--- src/hw/dtw_pkg.sv ---
// Package with register map, field positions and reset values of the waveform extension.
package dtw_pkg;
    localparam logic [7:0] ADDR_CTRL      = 8'h00;
    localparam logic [7:0] ADDR_EVMASK    = 8'h08;
    localparam logic [7:0] ADDR_FDCTRL    = 8'h0C;
    localparam logic [7:0] ADDR_STATUS    = 8'h10;
    localparam logic [7:0] ADDR_DTBOTH    = 8'h18;
    localparam logic [7:0] ADDR_DTBOTHBUF = 8'h1C;
    localparam logic [7:0] ADDR_DTLOW     = 8'h20;
    localparam logic [7:0] ADDR_DTHIGH    = 8'h24;
    localparam logic [7:0] ADDR_DTLOWBUF  = 8'h28;
    localparam logic [7:0] ADDR_DTHIGHBUF = 8'h2C;
    localparam logic [7:0] ADDR_OVERRIDE  = 8'h30;
    localparam logic [7:0] ADDR_TAKEOVER  = 8'h34;
    localparam logic [7:0] ADDR_LOCK      = 8'h38;
    localparam int CTRL_PATTERN_BIT  = 5;
    localparam int CTRL_COMMON_BIT   = 4;
    localparam int FD_DBD_BIT        = 4;
    localparam int FD_MODE_BIT       = 2;
    localparam int ST_FLAG_BIT       = 2;
    localparam int ST_HBUFV_BIT      = 1;
    localparam int ST_LBUFV_BIT      = 0;
    localparam logic [1:0] ACTION_NONE      = 2'h0;
    localparam logic [1:0] ACTION_CLEAR_DIR = 2'h3;
    localparam logic [7:0] RESET_BYTE     = 8'h00;
    localparam logic [5:0] CTRL_RESET     = 6'h00;
    localparam logic [4:0] FDCTRL_RESET   = 5'h00;
    localparam logic [5:0] CTRL_MASK      = 6'h3F;
    localparam logic [4:0] FDCTRL_MASK    = 5'h17;
endpackage

--- src/hw/dtw_top.sv ---
// Dead-time, pattern and fault protection waveform extension with APB register access.
`timescale 1ns/1ps

module dtw_top (
    input  wire logic        CLK,
    input  wire logic        RST_N,
    input  wire logic        PSEL,
    input  wire logic        PENABLE,
    input  wire logic        PWRITE,
    input  wire logic [7:0]  PADDR,
    input  wire logic [31:0] PWDATA,
    output logic      [31:0] PRDATA,
    output logic             PREADY,
    output logic             PSLVERR,
    input  wire logic [3:0]  WAVE_IN,
    input  wire logic [7:0]  COMPARE_OUTPUT_ENABLE,
    input  wire logic [7:0]  TIMER_PIN_VALUE,
    input  wire logic        UPDATE,
    input  wire logic [7:0]  FAULT_EVENTS,
    input  wire logic        DEBUG_BREAK,
    input  wire logic [7:0]  PORT_DIR_IN,
    output logic      [7:0]  PIN_OUT,
    output logic      [7:0]  PIN_OWNED,
    output logic             DIR_CLEAR,
    output logic      [7:0]  DIR_CLEAR_MASK,
    output logic             DIR_RESTORE,
    output logic      [7:0]  DIR_RESTORE_VALUE,
    output logic             TIMER_ERROR_SET,
    output logic             FAULT_ACTIVE
);
    logic [5:0]  ctrl_r;
    logic [7:0]  evmask_r;
    logic [4:0]  fdctrl_r;
    logic        flag_r;
    logic [7:0]  dt_low_r;
    logic [7:0]  dt_high_r;
    logic [7:0]  dt_low_buf_r;
    logic [7:0]  dt_high_buf_r;
    logic        low_bufv_r;
    logic        high_bufv_r;
    logic [7:0]  override_r;
    logic [7:0]  takeover_r;
    logic        lock_r;
    logic        fault_r;
    logic [7:0]  saved_dir_r;
    logic [3:0]  wave_prev_r;
    logic [7:0]  dead_cnt_r [4];
    logic [7:0]  pin_nxt;
    logic [7:0]  own_nxt;
    logic [31:0] rdata_nxt;
    logic [3:0]  wave_sel;
    logic [3:0]  gen_en;
    logic        wr;
    logic        rd;
    logic        fault_src;
    logic        fault_on;
    logic        restore_ok;
    logic        flag_clr;
    logic [7:0]  pair_mask;

    function automatic logic hit(input logic [7:0] a, input logic [7:0] b);
        hit = (a == b);
    endfunction

    function automatic logic [7:0] pairs(input logic [3:0] en);
        pairs = {{2{en[3]}}, {2{en[2]}}, {2{en[1]}}, {2{en[0]}}};
    endfunction

    assign wr       = PSEL && PENABLE && PWRITE;
    assign rd       = PSEL && !PENABLE && !PWRITE;
    assign gen_en   = ctrl_r[3:0];
    assign pair_mask = pairs(gen_en);

    ////////////////////////////////////////////////////////////////////////////////
    // masked event OR
    assign fault_src = (|(FAULT_EVENTS & evmask_r)) || (DEBUG_BREAK && !fdctrl_r[dtw_pkg::FD_DBD_BIT]);
    assign fault_on  = (fdctrl_r[1:0] != dtw_pkg::ACTION_NONE) && fault_src;
    assign flag_clr  = wr && hit(PADDR, dtw_pkg::ADDR_STATUS) && PWDATA[dtw_pkg::ST_FLAG_BIT];
    assign restore_ok = !fault_src && UPDATE && (fdctrl_r[dtw_pkg::FD_MODE_BIT] || !flag_r);

    ////////////////////////////////////////////////////////////////////////////////
    // The APB slave answers every access with no wait state.
    always_ff @(posedge CLK)
    begin
        if (!RST_N)
        begin
            PREADY  <= 1'b0;
            PSLVERR <= 1'b0;
            PRDATA  <= 32'h0000_0000;
        end
        else
        begin
            PREADY  <= PSEL && !PENABLE;
            PSLVERR <= 1'b0;
            if (rd)
                PRDATA <= rdata_nxt;
        end
    end

    always_comb
    begin
        rdata_nxt = 32'h0000_0000;
        case (PADDR)
            dtw_pkg::ADDR_CTRL:      rdata_nxt[5:0] = ctrl_r;
            dtw_pkg::ADDR_EVMASK:    rdata_nxt[7:0] = evmask_r;
            dtw_pkg::ADDR_FDCTRL:    rdata_nxt[4:0] = fdctrl_r;
            dtw_pkg::ADDR_STATUS:    rdata_nxt[2:0] = {flag_r, high_bufv_r, low_bufv_r};
            dtw_pkg::ADDR_DTBOTH,
            dtw_pkg::ADDR_DTLOW:     rdata_nxt[7:0] = dt_low_r;
            dtw_pkg::ADDR_DTHIGH:    rdata_nxt[7:0] = dt_high_r;
            dtw_pkg::ADDR_DTBOTHBUF,
            dtw_pkg::ADDR_DTLOWBUF:  rdata_nxt[7:0] = dt_low_buf_r;
            dtw_pkg::ADDR_DTHIGHBUF: rdata_nxt[7:0] = dt_high_buf_r;
            dtw_pkg::ADDR_OVERRIDE:  rdata_nxt[7:0] = override_r;
            dtw_pkg::ADDR_TAKEOVER:  rdata_nxt[7:0] = takeover_r;
            dtw_pkg::ADDR_LOCK:      rdata_nxt[0]   = lock_r;
            default:                 rdata_nxt      = 32'h0000_0000;
        endcase
    end

    ////////////////////////////////////////////////////////////////////////////////
    // Control registers; once the lock is set only reset clears it.
    always_ff @(posedge CLK)
    begin
        if (!RST_N)
        begin
            ctrl_r     <= dtw_pkg::CTRL_RESET;
            evmask_r   <= dtw_pkg::RESET_BYTE;
            fdctrl_r   <= dtw_pkg::FDCTRL_RESET;
            override_r <= dtw_pkg::RESET_BYTE;
            takeover_r <= dtw_pkg::RESET_BYTE;
            lock_r     <= 1'b0;
        end
        else if (wr)
        begin
            if (hit(PADDR, dtw_pkg::ADDR_CTRL) && !lock_r)
                ctrl_r <= PWDATA[5:0] & dtw_pkg::CTRL_MASK;
            if (hit(PADDR, dtw_pkg::ADDR_EVMASK) && !lock_r)
                evmask_r <= PWDATA[7:0];
            if (hit(PADDR, dtw_pkg::ADDR_OVERRIDE) && !lock_r)
                override_r <= PWDATA[7:0];
            if (hit(PADDR, dtw_pkg::ADDR_FDCTRL))
                fdctrl_r <= PWDATA[4:0] & dtw_pkg::FDCTRL_MASK;
            if (hit(PADDR, dtw_pkg::ADDR_TAKEOVER) && !fault_r)
                takeover_r <= PWDATA[7:0];
            if (hit(PADDR, dtw_pkg::ADDR_LOCK) && PWDATA[0])
                lock_r <= 1'b1;
        end
    end

    ////////////////////////////////////////////////////////////////////////////////
    // Dead-time values and their buffers.
    always_ff @(posedge CLK)
    begin
        if (!RST_N)
        begin
            dt_low_r      <= dtw_pkg::RESET_BYTE;
            dt_high_r     <= dtw_pkg::RESET_BYTE;
            dt_low_buf_r  <= dtw_pkg::RESET_BYTE;
            dt_high_buf_r <= dtw_pkg::RESET_BYTE;
            low_bufv_r    <= 1'b0;
            high_bufv_r   <= 1'b0;
        end
        else
        begin
            if (UPDATE && low_bufv_r)
            begin
                dt_low_r   <= dt_low_buf_r;
                low_bufv_r <= 1'b0;
            end
            if (UPDATE && high_bufv_r)
            begin
                dt_high_r   <= dt_high_buf_r;
                high_bufv_r <= 1'b0;
            end
            if (wr)
            begin
                if (hit(PADDR, dtw_pkg::ADDR_DTLOW) || hit(PADDR, dtw_pkg::ADDR_DTBOTH))
                    dt_low_r <= PWDATA[7:0];
                if (hit(PADDR, dtw_pkg::ADDR_DTHIGH) || hit(PADDR, dtw_pkg::ADDR_DTBOTH))
                    dt_high_r <= PWDATA[7:0];
                if (hit(PADDR, dtw_pkg::ADDR_DTLOWBUF) || hit(PADDR, dtw_pkg::ADDR_DTBOTHBUF))
                begin
                    dt_low_buf_r <= PWDATA[7:0];
                    low_bufv_r   <= 1'b1;
                end
                if (hit(PADDR, dtw_pkg::ADDR_DTHIGHBUF) || hit(PADDR, dtw_pkg::ADDR_DTBOTHBUF))
                begin
                    dt_high_buf_r <= PWDATA[7:0];
                    high_bufv_r   <= 1'b1;
                end
            end
        end
    end

    ////////////////////////////////////////////////////////////////////////////////
    // Fault state, flag and port direction handling.
    always_ff @(posedge CLK)
    begin
        if (!RST_N)
        begin
            fault_r           <= 1'b0;
            flag_r            <= 1'b0;
            saved_dir_r       <= dtw_pkg::RESET_BYTE;
            DIR_CLEAR         <= 1'b0;
            DIR_CLEAR_MASK    <= dtw_pkg::RESET_BYTE;
            DIR_RESTORE       <= 1'b0;
            DIR_RESTORE_VALUE <= dtw_pkg::RESET_BYTE;
            TIMER_ERROR_SET   <= 1'b0;
            FAULT_ACTIVE      <= 1'b0;
        end
        else
        begin
            if (fault_on)
                flag_r <= 1'b1;
            else if (flag_clr)
                flag_r <= 1'b0;
            TIMER_ERROR_SET <= fault_on;
            DIR_RESTORE     <= 1'b0;
            DIR_CLEAR       <= fault_on && (fdctrl_r[1:0] == dtw_pkg::ACTION_CLEAR_DIR);
            DIR_CLEAR_MASK  <= pair_mask;
            if (fault_on && !fault_r)
            begin
                fault_r     <= 1'b1;
                saved_dir_r <= PORT_DIR_IN & pair_mask;
            end
            else if (fault_r && !fault_on && restore_ok)
            begin
                fault_r           <= 1'b0;
                DIR_RESTORE       <= 1'b1;
                DIR_RESTORE_VALUE <= saved_dir_r;
            end
            FAULT_ACTIVE <= fault_on || (fault_r && !(!fault_on && restore_ok));
        end
    end

    ////////////////////////////////////////////////////////////////////////////////
    // Dead-time generators.
    // common waveform select
    assign wave_sel = ctrl_r[dtw_pkg::CTRL_COMMON_BIT] ? {4{WAVE_IN[0]}} : WAVE_IN;

    always_ff @(posedge CLK)
    begin
        if (!RST_N)
        begin
            wave_prev_r <= 4'h0;
            for (int i = 0; i < 4; i++)
                dead_cnt_r[i] <= dtw_pkg::RESET_BYTE;
        end
        else
        begin
            wave_prev_r <= wave_sel;
            for (int i = 0; i < 4; i++)
            begin
                if (wave_sel[i] && !wave_prev_r[i])
                    dead_cnt_r[i] <= dt_low_r;
                else if (!wave_sel[i] && wave_prev_r[i])
                    dead_cnt_r[i] <= dt_high_r;
                else if (dead_cnt_r[i] != 8'h00)
                    dead_cnt_r[i] <= dead_cnt_r[i] - 8'h01;
            end
        end
    end

    ////////////////////////////////////////////////////////////////////////////////
    // Pin multiplexing: timer pass-through, dead-time pairs or pattern.
    always_comb
    begin
        pin_nxt = TIMER_PIN_VALUE;
        own_nxt = COMPARE_OUTPUT_ENABLE;
        if (ctrl_r[dtw_pkg::CTRL_PATTERN_BIT])
        begin
            for (int p = 0; p < 8; p++)
            begin
                if (override_r[p])
                    pin_nxt[p] = dt_high_r[p] ? WAVE_IN[0] : dt_low_r[p];
            end
            own_nxt = override_r;
        end
        else
        begin
            for (int i = 0; i < 4; i++)
            begin
                if (gen_en[i])
                begin
                    // off while counting
                    // Both sides stay off in the cycle an edge is seen, before the counter has loaded.
                    pin_nxt[2*i]     = wave_sel[i] && wave_prev_r[i] && (dead_cnt_r[i] == 8'h00);
                    pin_nxt[2*i+1]   = !wave_sel[i] && !wave_prev_r[i] && (dead_cnt_r[i] == 8'h00);
                    own_nxt[2*i]     = override_r[2*i];
                    own_nxt[2*i+1]   = override_r[2*i+1];
                end
            end
        end
        own_nxt = own_nxt | takeover_r;
    end

    always_ff @(posedge CLK)
    begin
        if (!RST_N)
        begin
            PIN_OUT   <= dtw_pkg::RESET_BYTE;
            PIN_OWNED <= dtw_pkg::RESET_BYTE;
        end
        else
        begin
            PIN_OUT   <= pin_nxt;
            PIN_OWNED <= own_nxt;
        end
    end
endmodule

--- config.mk ---
export PLATFORM = sky130hd
export DESIGN_NAME = dtw_top
export DESIGN_NICKNAME = d
export VERILOG_FILES = /design/src/hw/dtw_pkg.sv /design/src/hw/dtw_top.sv
export SDC_FILE = /design/constraint.sdc
export NUM_CORES = 1
export LEC_CHECK = 0
export ABC_CLOCK_PERIOD_IN_PS = 2350
export BUFFER_PORTS_ARGS = -buffer_cell sky130_fd_sc_hd__buf_2
export CAP_MARGIN = 30
export CORE_AREA = 2 2 139 141
export CTS_CLUSTER_SIZE = 40
export DETAILED_ROUTE_END_ITERATION = 16
export DIE_AREA = 0 0 141 143
export HOLD_SLACK_MARGIN = 0.06
export PLACE_DENSITY_LB_ADDON = 0.25
export SLEW_MARGIN = 20
export SYNTH_ARGS = -nofsm -noshare
export SYNTH_HDL_FRONTEND = slang
export SYNTH_SLANG_ARGS = --single-unit
--- constraint.sdc ---
create_clock -name CLK -period 2.35 [get_ports CLK]
set_input_delay 0.47 -clock CLK [delete_from_list [all_inputs] [get_ports CLK]]
set_output_delay 0.47 -clock CLK [all_outputs]
set_load 0.02 [all_outputs]
# After elaboration in Yosys (flattened, before gate mapping)
# Memory sizes are Yosys's and may differ from the RTL's.
# Cells that the tools add are included.
dict set report op_classes {
  n_addsub 4
  n_reduce_logical 96
  muxes 110
  bitwise 17
  eq_ne 13
}
# operator n
set ops {}
lappend ops {{8-bit two-way mux} 20}
lappend ops {{1-bit two-way mux} 76}
lappend ops {{8-bit by 6-bit == test with 1-bit output, second input constant} 7}
lappend ops {{1-bit logical AND} 47}
lappend ops {{8-bit zero test} 5}
lappend ops {{8-bit nonzero test} 4}
lappend ops {{8-bit by 1-bit subtractor with 8-bit output, second input constant} 4}
lappend ops {{8-bit by 5-bit == test with 1-bit output, second input constant} 3}
lappend ops {{2-bit one-hot mux with 10 select lines} 1}
lappend ops {{2-bit one-hot mux with 9 select lines} 1}
lappend ops {{2-bit AND reduction} 9}
lappend ops {{1-bit zero test} 17}
lappend ops {{8-bit bitwise AND} 2}
lappend ops {{8-bit by 4-bit == test with 1-bit output, second input constant} 2}
lappend ops {{2-bit two-way mux} 8}
lappend ops {{2-bit one-hot mux with 7 select lines} 1}
lappend ops {{1-bit bitwise OR} 12}
lappend ops {{1-bit one-hot mux with 11 select lines} 1}
lappend ops {{8-bit bitwise OR} 1}
lappend ops {{1-bit one-hot mux with 8 select lines} 1}
lappend ops {{8-bit OR reduction} 1}
lappend ops {{1-bit logical OR} 7}
lappend ops {{2-bit nonzero test} 3}
lappend ops {{2-bit OR reduction} 3}
lappend ops {{3 further kinds} 4}
dict set report word_totals {
  ramBits 32
  out_inout_bits 70
  word_cells 267
  in_bits 83
  mem_count 1
  ff_bits 127
}
# memory words word_bits read_ports rd_ports_with_merged_regs write_ports line
set memory_table {}
lappend memory_table {dead_cnt_r 4 8 4 0 4 dtw_top.sv:47} ;# logic [7:0] dead_cnt_r [4];

# Logic depth before layout (Yosys ltp)
dict set report depth {
  word_depth 10
  ltp_mapped 8
}

# Worst setup path after synthesis
# OpenSTA, ideal clock, no wires.
dict set report synth_timing {
  kind {reg-to-reg}
  from {mem dead_cnt_r[2][2]}
  to {mem dead_cnt_r[2][7] (data pin)}
  setup_time_ns 0.257
  required_ns 2.093
  stages_incl_launch_ff 6
  slack_ns 0.239
  synth_period_minus_slack_ns 2.111
  path_buffers 0
  t_arrival_ns 1.854
  cell_sequence {edfxtp_1 or4_1 nor4b_2 nor2_1 a211o_1 o2111a_1}
}
# element line
set synth_lines {}
lappend synth_lines {{start: declaration} dtw_top.sv:47}

==> reports/results.tsv <==
metric	value	unit
pwr_density_cell	875.5	nW/um2
avgSynthCellArea	8.991	um2
synthArstFlopShare	0	%
critPathTopFamily	simple AND/OR/NAND/NOR gates	
cts_resized	0	
area_delta_synth_final	15.84	%
hold_ws	0.2581	ns
final_common_cell	dfxtp_1	
drt-initial-drc-count	648	
diodes	0	
fp.dieH	143	um
path_max_fanout	8	
via_per_inst	5.816	
ctsLongestPathBuffers	2	
skew	0.007404	ns
numPortBuffers	103	
hold_class	in -> reg	
cp_cell_sequence	or4_1, or4b_4, nand2b_1	
insertion_delay	0.43	ns
cp_num_buf_inv	0	
fp-row-count	50	
tns	0	ns
drt_wl_total	24720	um
synth_area_leaders	dfxtp_1 (30%), edfxtp_1 (12%), mux2i_1 (9.8%)	
synth_top_cell_by_area	dfxtp_1	
synth_ff_type	dfxtp_1	
synth.ff_latch_count	156	
die-area	20160	um2
postCtsSetupBuffers	0	
ant_nets	0	
gr-usage-all-layers	24.69	%
max_freq	444.8	MHz
htree_num_levels	4	
timing.final.crit_share	95.68	%
synth_top_area_share	30.04	%
grt_overflow_total	0	
slowest_delay	0.59	ns
syn_area	8263	um2
antenna_found_initial	0	
drt-wirelength-per-cell	19.71	um
maxCapViolations	0	
grt_pass1_vias	6786	
placed_area	8979	um2
cts_root_buf	clkbuf_16	
num_io_pins	153	
worst_pin_slew	0.8239	ns
coreArea	18580	um2
tritoncts	built	
fillers	1755	
hold_buffers	0	
min_period	2.248	ns
finalSetupViolations	0	
start_util	44.47	%
die_w	141	um
syn_inst	919	
hpwl	17770	um
cts_sinks	156	
utilization	51.52	%
synth_cell_types	73	
cts_made_buffers	17	
yosysWarnings	0	
globalplace.congestion	0.9862	
worstSetupStartpointType	flip-flop	
slew_headroom	44.83	%
crit_required	2.47	ns
worstSetupPathType	reg -> reg	
drv_slew	0	
path_clk_slew	0.07	ns
rsz0062_at_grt	false	
synth-seq-area-share	41.67	%
vias	7293	
final_cell_area	9572	um2
nets	1098	
synth-edff-count	32	
most-common-layout-cells	dfxtp_1 (124), buf_2 (103), nor2_1 (96), nand2_1 (82), mux2i_1 (81)	
cp_data_arrival_time	2.37	ns
leakagePower	3.661	nW
drc	0	
crit_path_top_delay_cell	or4_1	
grt_max_degree	95	
hold_viol	0	
grt_first_pass_wirelength	38170	um
status	finished clean	
vdd_ir_drop_max	495.4	uV
regToRegSetupSlack	0.10	ns
endpoint_kind	flip-flop	
p_total	8.380	mW
drt_first_pass_iters	7	
drive_gt1_share	19.31	%
==> kinds of logic (layout without fill, tap and decap cells) <==
group	after synthesis	in the layout	synth area share [%]
compound gates	201	201	17.07
xor+xnor	22	22	2.332
fa+ha+maj	8	8	1.211
buf+inv	114	191	6.905
flops	156	156	41.67
mux	85	85	10.36
other cells	1	25	0.04538
simple gates	332	332	20.41
==> per-stage QoR <==
| step | cells | setup slack (ns) |
|---|---|---|
| floorplan | 943 | 0.2389 |
| finish | 1254 | 0.1016 |
| global placement | 1222 | 0.1448 |
| global route | 1254 | 0.0004943 |
| CTS | 1254 | 0.07894 |
| detailed placement | 1222 | 0.1047 |
==> final timing paths <==
path,from,endpoint,cells past startpoint
worst max-delay path,dead_cnt_r[3][3],dead_cnt_r[3][1],3
worst min register to register,PRDATA[5],PRDATA[5],2
worst min-delay path,PENABLE,PREADY,2
worst max register to register,dead_cnt_r[3][3],dead_cnt_r[3][1],3
==> where the power goes <==
part           leakage (nW)  switching, mW  internal (mW)
Clock                 0.280           1.17           1.63
Combinational          2.00           1.25          0.987
Sequential             1.38          0.233           3.11
==> cell usage after synthesis (7+ instances only) <==
cell and number:
a211oi_1 11, a21oi_1 40, a22oi_1 31, a311oi_1 20, a31oi_1 11, and2_1 12
and3_1 11, buf_4 30, clkbuf_1 51, dfxtp_1 124, edfxtp_1 32, ha_1 8
inv_1 19, mux2i_1 81, nand2_1 82, nand3_1 43, nor2_1 96, nor2b_1 20
nor3_1 12, nor3b_1 11, o211ai_1 7, o21ai_0 21, o22ai_1 25, xnor2_1 15
xor2_1 7
==> state kept, by name, summed over array words and instances (netlist names), 4 cells and up <==
name               cells
DIR_CLEAR_MASK         4
saved_dir_r            8
dt_high_buf_r          8
takeover_r             8
override_r             8
ctrl_r                 6
evmask_r               8
dt_low_r               8
dt_high_r              8
DIR_RESTORE_VALUE      8
dead_cnt_r            32
PIN_OUT                8
wave_prev_r            4
PRDATA                 8
fdctrl_r               4
PIN_OWNED              8
dt_low_buf_r           8
==> metal layers <==
metal  GRT usage (%)  part of all wire [%]  vias up
li1                -                     -     3481
met1           33.90                    45     3483
met2           39.95                    46      294
met3           3.991                   6.3       35
met4           7.947                   2.0        0
met5               0                     0        -
==> worst reg2reg max path, stage by stage (launching register included) <==
cell and delay (ns):
edfxtp_1 0.43, or4_1 0.59, or4b_4 0.58, nand2b_1 0.34
==> final cells by class <==
type	instances	area (um2)	share of cell area, %
multi-input cells	673	4339	45.33
flip-flops and latches	156	3443	35.97
repair buffers	140	830.8	8.680
clock buffers	20	456.7	4.771
well taps	234	292.8	3.059
clock inverters	12	136.4	1.425
inverters	19	72.57	0.7582
Note: power is estimated with default switching activity, not from simulation.
